==> config.mk <==
export PLATFORM = sky130hd
export DESIGN_NAME = eipe_regs
export DESIGN_NICKNAME = d
export VERILOG_FILES = /design/src/logic/eipe_pkg.sv /design/src/logic/eipe_regs.sv /design/src/logic/eipe_sfr_byte.sv
export SDC_FILE = /design/constraint.sdc
export NUM_CORES = 1
export LEC_CHECK = 0
export ABC_AREA = 1
export CAP_MARGIN = 20
export CORE_UTILIZATION = 30
export DETAILED_ROUTE_END_ITERATION = 7
export DONT_BUFFER_PORTS = 1
export HOLD_SLACK_MARGIN = 0.05
export SETUP_SLACK_MARGIN = 0.2
export SKIP_CTS_REPAIR_TIMING = 1
export SYNTH_ARGS = -nofsm -noshare
export SYNTH_HDL_FRONTEND = slang
export SYNTH_SLANG_ARGS = --single-unit
==> constraint.sdc <==
create_clock -name clk_in -period 1 [get_ports clk_in]
set_input_delay 0.15 -clock clk_in [delete_from_list [all_inputs] [get_ports clk_in]]
set_output_delay 0.15 -clock clk_in [all_outputs]
set_load 0.01 [all_outputs]
==> src/logic/eipe_pkg.sv <==
// eipe_pkg: addresses, field positions and reset values of the
// extended interrupt priority and enable registers.
// assumes a byte-wide special-function bus of the core.
package eipe_pkg;

  localparam int unsigned SFR_AW = 8;
  localparam int unsigned SFR_DW = 8;

  typedef logic [SFR_AW-1:0] eipe_addr_t;
  typedef logic [SFR_DW-1:0] eipe_data_t;

  // register addresses
  localparam eipe_addr_t EXT_IRQ_PRIORITY_A_ADDR = 8'hf6;
  localparam eipe_addr_t EXT_IRQ_ENABLE_B_ADDR   = 8'he7;

  // reset values
  localparam eipe_data_t EXT_IRQ_PRIORITY_A_RST = 8'h00;
  localparam eipe_data_t EXT_IRQ_ENABLE_B_RST   = 8'h00;

  // implemented bits; unused bits read as zero
  localparam eipe_data_t EXT_IRQ_PRIORITY_A_MASK = 8'hff;
  localparam eipe_data_t EXT_IRQ_ENABLE_B_MASK   = 8'h03;

  // priority field positions
  localparam int unsigned TIMER3_PRIO_BIT   = 7;
  localparam int unsigned CMP1_PRIO_BIT     = 6;
  localparam int unsigned CMP0_PRIO_BIT     = 5;
  localparam int unsigned CNT_ARR_PRIO_BIT  = 4;
  localparam int unsigned ADC_DONE_PRIO_BIT = 3;
  localparam int unsigned ADC_WIN_PRIO_BIT  = 2;
  localparam int unsigned USB_PRIO_BIT      = 1;
  localparam int unsigned SMBUS_PRIO_BIT    = 0;

  // enable field positions
  localparam int unsigned UART_B_EN_BIT     = 1;
  localparam int unsigned VBUS_EN_BIT       = 0;

  // read data for an unmapped address
  localparam eipe_data_t UNMAPPED_RDATA = 8'h00;

endpackage

==> src/logic/eipe_regs.sv <==
// eipe_regs: extended interrupt priority register and second
// extended interrupt enable register, with their decoded bits.
// assumes the core's byte-wide special-function bus on clk_in;
// read data is registered and appears one cycle after the strobe.
`timescale 1ns/1ps
module eipe_regs (
  input  wire logic                 clk_in,
  input  wire logic                 sys_rst_in,
  input  wire logic                 clk_en_in,
  input  wire eipe_pkg::eipe_addr_t sfr_addr_in,
  input  wire logic                 sfr_wr_in,
  input  wire logic                 sfr_rd_in,
  input  wire eipe_pkg::eipe_data_t sfr_wdata_in,
  output eipe_pkg::eipe_data_t      sfr_rdata_out,
  output logic                      sfr_rd_hit_out,
  output logic                      timer3_irq_high_prio_out,
  output logic                      comparator1_irq_high_prio_out,
  output logic                      comparator0_irq_high_prio_out,
  output logic                      counter_array_irq_high_prio_out,
  output logic                      adc_done_irq_high_prio_out,
  output logic                      adc_window_irq_high_prio_out,
  output logic                      usb_irq_high_prio_out,
  output logic                      smbus_irq_high_prio_out,
  output logic                      uart_b_irq_enable_out,
  output logic                      vbus_level_irq_enable_out
);
  import eipe_pkg::*;

  eipe_data_t prio_q;
  eipe_data_t en_q;
  eipe_data_t rdata_r;
  eipe_data_t rdata_nxt;
  logic       rd_hit_r;
  logic       rd_hit_nxt;

  eipe_sfr_byte #(
    .ADDR (EXT_IRQ_PRIORITY_A_ADDR),
    .RST  (EXT_IRQ_PRIORITY_A_RST),
    .MASK (EXT_IRQ_PRIORITY_A_MASK)
  ) u_prio (
    .clk_in     (clk_in),
    .sys_rst_in (sys_rst_in),
    .clk_en_in  (clk_en_in),
    .addr_in    (sfr_addr_in),
    .wr_in      (sfr_wr_in),
    .wdata_in   (sfr_wdata_in),
    .q_out      (prio_q)
  );

  eipe_sfr_byte #(
    .ADDR (EXT_IRQ_ENABLE_B_ADDR),
    .RST  (EXT_IRQ_ENABLE_B_RST),
    .MASK (EXT_IRQ_ENABLE_B_MASK)
  ) u_en (
    .clk_in     (clk_in),
    .sys_rst_in (sys_rst_in),
    .clk_en_in  (clk_en_in),
    .addr_in    (sfr_addr_in),
    .wr_in      (sfr_wr_in),
    .wdata_in   (sfr_wdata_in),
    .q_out      (en_q)
  );

  // read mux; a write in the same cycle is not yet visible
  always_comb begin
    rdata_nxt  = UNMAPPED_RDATA;
    rd_hit_nxt = 1'b0;
    if (sfr_rd_in) begin
      case (sfr_addr_in)
        EXT_IRQ_PRIORITY_A_ADDR: begin
          rdata_nxt  = prio_q;
          rd_hit_nxt = 1'b1;
        end
        EXT_IRQ_ENABLE_B_ADDR: begin
          rdata_nxt  = en_q & EXT_IRQ_ENABLE_B_MASK;
          rd_hit_nxt = 1'b1;
        end
        default: begin
          rdata_nxt  = UNMAPPED_RDATA;
          rd_hit_nxt = 1'b0;
        end
      endcase
    end
  end

  always_ff @(posedge clk_in) begin
    if (sys_rst_in) begin
      rdata_r  <= UNMAPPED_RDATA;
      rd_hit_r <= 1'b0;
    end else if (clk_en_in) begin
      rdata_r  <= rdata_nxt;
      rd_hit_r <= rd_hit_nxt;
    end
  end

  assign sfr_rdata_out  = rdata_r;
  assign sfr_rd_hit_out = rd_hit_r;

  // decoded priority levels: 1 = high, 0 = low
  assign timer3_irq_high_prio_out        = prio_q[TIMER3_PRIO_BIT];
  assign comparator1_irq_high_prio_out   = prio_q[CMP1_PRIO_BIT];
  assign comparator0_irq_high_prio_out   = prio_q[CMP0_PRIO_BIT];
  assign counter_array_irq_high_prio_out = prio_q[CNT_ARR_PRIO_BIT];
  assign adc_done_irq_high_prio_out      = prio_q[ADC_DONE_PRIO_BIT];
  assign adc_window_irq_high_prio_out    = prio_q[ADC_WIN_PRIO_BIT];
  assign usb_irq_high_prio_out           = prio_q[USB_PRIO_BIT];
  assign smbus_irq_high_prio_out         = prio_q[SMBUS_PRIO_BIT];

  // enable masks
  assign uart_b_irq_enable_out     = en_q[UART_B_EN_BIT];
  assign vbus_level_irq_enable_out = en_q[VBUS_EN_BIT];

  logic wr_prio;
  logic wr_en;
  assign wr_prio = clk_en_in && sfr_wr_in && (sfr_addr_in == EXT_IRQ_PRIORITY_A_ADDR);
  assign wr_en   = clk_en_in && sfr_wr_in && (sfr_addr_in == EXT_IRQ_ENABLE_B_ADDR);

  chk_prio_reset_low: assert property (
    @(posedge clk_in) sys_rst_in |=> (prio_q == 8'h00) && !timer3_irq_high_prio_out
      && !smbus_irq_high_prio_out)
    else $error("priority register not low after reset");

  chk_prio_write_read: assert property (
    @(posedge clk_in) disable iff (sys_rst_in)
    (wr_prio && !sfr_rd_in) ##1 (clk_en_in && sfr_rd_in
      && sfr_addr_in == EXT_IRQ_PRIORITY_A_ADDR && !sfr_wr_in)
      |=> sfr_rd_hit_out && (sfr_rdata_out == $past(sfr_wdata_in, 2)))
    else $error("priority readback differs from written byte");

  chk_cnt_arr_prio: assert property (
    @(posedge clk_in) disable iff (sys_rst_in)
    wr_prio |=> counter_array_irq_high_prio_out == $past(sfr_wdata_in[4]))
    else $error("counter array priority not taken from bit 4");

  chk_adc_done_prio: assert property (
    @(posedge clk_in) disable iff (sys_rst_in)
    wr_prio |=> adc_done_irq_high_prio_out == $past(sfr_wdata_in[3]))
    else $error("adc done priority not taken from bit 3");

  chk_adc_win_prio: assert property (
    @(posedge clk_in) disable iff (sys_rst_in)
    wr_prio |=> adc_window_irq_high_prio_out == $past(sfr_wdata_in[2]))
    else $error("adc window priority not taken from bit 2");

  chk_usb_prio: assert property (
    @(posedge clk_in) disable iff (sys_rst_in)
    wr_prio |=> usb_irq_high_prio_out == $past(sfr_wdata_in[1]))
    else $error("usb priority not taken from bit 1");

  chk_cmp0_prio: assert property (
    @(posedge clk_in) disable iff (sys_rst_in)
    wr_prio |=> comparator0_irq_high_prio_out == $past(sfr_wdata_in[5]))
    else $error("comparator 0 priority not taken from bit 5");

  chk_enable_unused_zero: assert property (
    @(posedge clk_in) disable iff (sys_rst_in)
    wr_en |=> uart_b_irq_enable_out == $past(sfr_wdata_in[1])
      && vbus_level_irq_enable_out == $past(sfr_wdata_in[0]) && en_q[7:2] == 6'h00)
    else $error("enable register bits wrong after write");

  chk_other_prio_bits: assert property (
    @(posedge clk_in) disable iff (sys_rst_in)
    wr_prio |=> timer3_irq_high_prio_out == $past(sfr_wdata_in[7])
      && comparator1_irq_high_prio_out == $past(sfr_wdata_in[6])
      && smbus_irq_high_prio_out == $past(sfr_wdata_in[0]))
    else $error("timer3, comparator 1 or smbus priority bit wrong");

  chk_frozen_hold: assert property (
    @(posedge clk_in) disable iff (sys_rst_in)
    !clk_en_in |=> $stable(prio_q) && $stable(en_q) && $stable(sfr_rdata_out))
    else $error("state changed while clock enable low");

  chk_en_reset_low: assert property (
    @(posedge clk_in) sys_rst_in |=> (en_q == 8'h00) && !uart_b_irq_enable_out
      && !vbus_level_irq_enable_out)
    else $error("enable register not low after reset");

  chk_prio_full_byte: assert property (
    @(posedge clk_in) disable iff (sys_rst_in)
    wr_prio |=> prio_q == $past(sfr_wdata_in))
    else $error("priority register did not store the full byte");

  chk_prio_no_stray: assert property (
    @(posedge clk_in) disable iff (sys_rst_in)
    !wr_prio |=> $stable(prio_q))
    else $error("priority register changed without a write");

  chk_en_no_stray: assert property (
    @(posedge clk_in) disable iff (sys_rst_in)
    !wr_en |=> $stable(en_q))
    else $error("enable register changed without a write");

  chk_prio_read_old: assert property (
    @(posedge clk_in) disable iff (sys_rst_in)
    clk_en_in && sfr_rd_in && (sfr_addr_in == EXT_IRQ_PRIORITY_A_ADDR)
      |=> sfr_rd_hit_out && (sfr_rdata_out == $past(prio_q)))
    else $error("priority read did not return the stored byte");

  chk_en_read_old: assert property (
    @(posedge clk_in) disable iff (sys_rst_in)
    clk_en_in && sfr_rd_in && (sfr_addr_in == EXT_IRQ_ENABLE_B_ADDR)
      |=> sfr_rd_hit_out && (sfr_rdata_out == {6'h00, $past(en_q[1:0])}))
    else $error("enable read did not return the stored bits");

  chk_read_idle_zero: assert property (
    @(posedge clk_in) disable iff (sys_rst_in)
    clk_en_in && !(sfr_rd_in && ((sfr_addr_in == EXT_IRQ_PRIORITY_A_ADDR)
      || (sfr_addr_in == EXT_IRQ_ENABLE_B_ADDR)))
      |=> !sfr_rd_hit_out && (sfr_rdata_out == UNMAPPED_RDATA))
    else $error("read answer not idle without a mapped read");

endmodule

==> src/logic/eipe_sfr_byte.sv <==
// eipe_sfr_byte: one byte-wide special-function register.
// assumes write strobe and address from the core on clk_in.
`timescale 1ns/1ps
module eipe_sfr_byte #(
  parameter eipe_pkg::eipe_addr_t ADDR = 8'h00,
  parameter eipe_pkg::eipe_data_t RST  = 8'h00,
  parameter eipe_pkg::eipe_data_t MASK = 8'hff
) (
  input  wire logic                 clk_in,
  input  wire logic                 sys_rst_in,
  input  wire logic                 clk_en_in,
  input  wire eipe_pkg::eipe_addr_t addr_in,
  input  wire logic                 wr_in,
  input  wire eipe_pkg::eipe_data_t wdata_in,
  output eipe_pkg::eipe_data_t      q_out
);
  import eipe_pkg::*;

  eipe_data_t q_r;

  // unused bits are never stored, so they always read zero
  always_ff @(posedge clk_in) begin
    if (sys_rst_in) begin
      q_r <= RST;
    end else if (clk_en_in && wr_in && (addr_in == ADDR)) begin
      q_r <= wdata_in & MASK;
    end
  end

  assign q_out = q_r;

endmodule

# --- Yosys cells after proc, flatten, opt, wreduce, memory -nomap -nowiden ---
# Cells that the tools add are included.
totals:
  latch_bits: 0
  output_inout_bits: 19
  mem_bits_ro: 0
  regBits: 19
  memories: 0
  mem_bits_rw: 0
  wordCells: 14
  inputBits: 21
classes:
  n_mul: 0
  order_cmp: 0
  n_reduce_logical: 4
  n_eq_ne: 2
  addsub: 0
  shift: 0
  bitwise: 0
  div: 0
  muxes: 4
ops:
  columns: ["operator", "n"]
  rows:
  - ["8-bit == test, second input constant", 2]
  - ["8-bit case mux with 2 select lines", 1]
  - ["8-bit two-way mux", 1]
  - ["1-bit logical AND", 3]
  - ["1-bit two-way mux", 2]
  - ["2-bit OR reduction", 1]

# --- Logic depth before layout (Yosys ltp) ---
logic_depth:
  word_depth: 4
  mapped_depth: 8
  ltp_nobuf: 7

# --- Modules after synthesis ---
# From an unflattened synthesis, not the netlist that was laid out.
unflattened:
  cells_unflattened: 171
  area_unflattened_um2: 1081.0
modules_own_cells:
  columns: ["module", "instances", "cells_per_inst", "area_per_inst_um2"]
  rows:
  - ["eipe_sfr_byte (u_prio)", 1, 75, 470.5]
  - ["eipe_regs", 1, 64, 419.2]
  - ["eipe_sfr_byte (u_en)", 1, 32, 191.4]

# --- Worst setup path before layout ---
# No wires, ideal clock.
synth_timing:
  kind: "input to register"
  start: "input sfr_addr_in[0]"
  end: "register u_prio.q_r[0], in the netlist u_prio.q_out[0]"
  path_slack_ps: 101
  setup_time_ps: 113
  required_ps: 887
  t_arrival_ps: 786
  cell_stages: 7
  n_path_buf: 1
  path_cell_list: "inv_1 nand2_2 nor2_8 nand3_4 buf_6 nor2_1 nor2_1"
synth_via:
  elab_chain_len: 2
synth_lines:
  columns: ["item", "line", "text"]
  rows:
  - ["from (decl)", "eipe_regs.sv:10", "input wire eipe_pkg::eipe_addr_t sfr_addr_in,"]
  - ["8-bit == test", "eipe_sfr_byte.sv:25", "end else if (clk_en_in && wr_in && (addr_in == ADDR)) begin"]
  - ["1-bit logical AND", "eipe_sfr_byte.sv:25", null]
  - ["to (signal assigned)", "eipe_sfr_byte.sv:26", "q_r <= wdata_in & MASK;"]
  - ["to (decl)", "eipe_sfr_byte.sv:19", "eipe_data_t q_r;"]
# No other way between the ends.
# A chain may end at the register's enable or synchronous reset.

# --- Worst setup path after layout ---
layout_timing:
  start: "register u_en.q_r[1], in the netlist u_en.q_out[1]"
  end: "output uart_b_irq_enable_out"
layout_rtl:
  columns: ["item", "line", "text"]
  rows:
  - ["from (decl)", "eipe_sfr_byte.sv:19", null]
  - ["from (signal assigned)", "eipe_sfr_byte.sv:26", null]
  - ["to (decl)", "eipe_regs.sv:24", "output logic uart_b_irq_enable_out,"]
# No word-level cell between the ends.

==> impl_metrics.ini <==
[sta]
worstMarginPinSlew_ns = 0.3338
period_share = 0.8895
slew_viol_final = 0
rsz0062_at_grt = true
hold_viol = 0
fin_crit_ns = 0.8895
setup_viol = 0
clock-skew-final_ns = 0.007832
setup-tns-final_ns = 0
timing.fmax_mhz = 1124
maxSlewHeadroom = 0.7768

[route]
postRouteAntennaNets = 0
drtIter0Drc = 14
viasPerCell = 4.761
wl_um = 2011
firstDrtPassIters = 4
wl_per_cell_um = 11.43
drc = 0
vias = 838

[global_routing]
grt_max_degree = 17
grtUsageTotal = 0.1273
first_global_vias = 745
antenna_found_initial = 0
global_route.overflow_total = 0
grt_pass1_wl_um = 3222

[power]
ir_drop_v = 0.0006559
power.density_nw_per_um2 = 1054
power.leakage_nw = 0.5258

[place]
place.gp.congestion = 0.7152
dp_hpwl_um = 1493
io_buffers = 0

[synthesis]
postSynthAreaPerCell_sq_um = 6.814
synth_top_flop_cell = dfxtp_1
ys_warn_count = 0
ys_async_sr_fraction = 0
syn-num-nets = 151
yosysTopAreaCell = dfxtp_1
yosysSeqAreaShare = 0.4294
synth_edf_count = 0
synth.cell_area_sq_um = 885.9
synth.distinct_cells = 15
synthCells = 130
synth_top_area_frac = 0.4294
synth_area_leaders = dfxtp_1 43%, nand2_1 16%, nor2_1 12%, inv_1 6.4%, nand4_1 4.2%
ys_ff_latch = 19

[setup_path]
path_class = register to output port
cp_data_required_time_ns = 0.85
reg2regPathDepth = 6
crit_path_cell_trace = buf_6
slowest_stage = dfxtp_2
cp_max_fo = 2
cp.arrival_ns = 0.74
critPathBufInv = 1
crit_cells = 1
cp_slowest_stage_delay_ns = 0.34
path_delay_family = flip-flops
end_kind = output port
critPathLaunchType = register
r2r_slack_ns = 0.17

[floorplanning]
fp-row-count = 19
start_util = 0.3185
dieHeight_um = 56.34
die_area_sq_um = 3174
chipWidth_um = 56.34
core_region_area_sq_um = 2781
io_pins = 40

[cells_and_area]
antenna_cells = 0
synthToLayoutAreaGrowth_pct = 31.21
seqCellArea_sq_um = 426.7
fillers = 301
multiInputGateArea_sq_um = 441.7
nets = 167
layout-drive-gt1-share = 0.2690
final_util = 0.4179

[cts]
h-tree-depth = 1
clock_latency_ns = 0.30
clkTransAtPathRegs_ns = 0.11
clock_sinks = 19
numCtsBuffers = 3
cts_tree = done
root_buffer = clkbuf_4
cts_buffer_depth = 2

[status]
status = finished, final reports clean

[hold_path]
hold_class = primary input to register
hold_depth = 3

[job]
drv_cap = 0
==> per-layer routing <==
| metal | part of all wire | up-vias | global-route usage | routed length (um) |
|---|---|---|---|---|
| li1 | - | 429 | - | - |
| met4 | 0.0099 | 0 | 0.05226 | 20 |
| met2 | 0.52 | 18 | 0.2143 | 1050 |
| met1 | 0.40 | 387 | 0.1455 | 801 |
| met5 | 0 | - | 0 | 0 |
| met3 | 0.069 | 4 | 0.04608 | 138 |
==> logic make-up (layout without fill, tap and decap cells) <==
family                 Yosys count  after routing  synth area share
AND/OR/NAND/NOR                 84             84            0.4322
flip-flops                      19             19            0.4294
AO/OA/AOI/OAI                    7              7           0.03954
buffers and inverters           20             35           0.09887
==> where the power goes <==
part           internal (W)  total [W]  switching [W]
clock network      0.000149   0.000386       0.000237
logic             0.0000491   0.000106      0.0000565
registers          0.000732   0.000733    0.000000706
total              0.000930    0.00122       0.000295
==> layout make-up <==
type / count / area share
repair buffers: 14 / 0.1163
clock buffers: 3 / 0.01938
well taps: 31 / 0.03337
multi-input cells: 91 / 0.3800
clock inverters: 1 / 0.004306
flip-flops and latches: 19 / 0.3671
inverters: 17 / 0.07966
==> stage by stage <==
step | setup WS [ns] | std cells | hold slack (ns) | total power, W | instance area [sq um]
6_report | 0.1105 | 176 | 0.1643 | 0.001225 | 1162
5_1_grt | 0.07751 | 176 | 0.2089 | 0.001268 | 1162
4_1_cts | 0.08082 | 167 | -0.1061 | 0.001225 | 1016
3_5_place_dp | 0.04158 | 163 | 0.2223 | 0.0008466 | 988.4
3_3_place_gp | 0.06009 | 163 | 0.2207 | 0.0008447 | 988.4
2_1_floorplan | 0.1190 | 130 | 0.2658 | 0.0008400 | 939.7
==> synthesized netlist by cell type (2+ instances only) <==
library cell / number
nand4_1: 6
nand3_1: 4
inv_1: 15
dfxtp_1: 19
a21oi_1: 7
nand2_2: 4
nand2_1: 38
nor2_1: 29
clkinv_1: 2
==> flip-flops by register name, summed over array words and instances (netlist names) <==
signal,count
sfr_rdata_out,8
u_en.q_out,2
sfr_rd_hit_out,1
u_prio.q_out,8
==> cell usage in the layout (no fill, tap or decap), drive strengths merged <==
cell type / n
dlygate4sd3: 9
dfxtp: 19
nand2: 42
buf: 5
nor2: 31
a21oi: 7
nand3: 5
clkinv: 3
inv: 15
clkbuf: 3
nand4: 6
==> worst reg2reg max path: stages, from the launching register on <==
cell and delay [ns]:
dfxtp_2 0.35, inv_1 0.05, nor2_1 0.09, nand3_1 0.08
nand2_1 0.08, nor2_1 0.04, nor2_1 0.09
==> final timing paths <==
kind | start | to
setup / recovery | u_en.q_out[1] | uart_b_irq_enable_out
hold / removal | sys_rst_in | u_prio.q_out[7]
setup reg to reg | u_en.q_out[1] | sfr_rdata_out[1]
hold reg to reg | sfr_rd_hit_out | sfr_rd_hit_out
(Power assumes the default switching activity.)
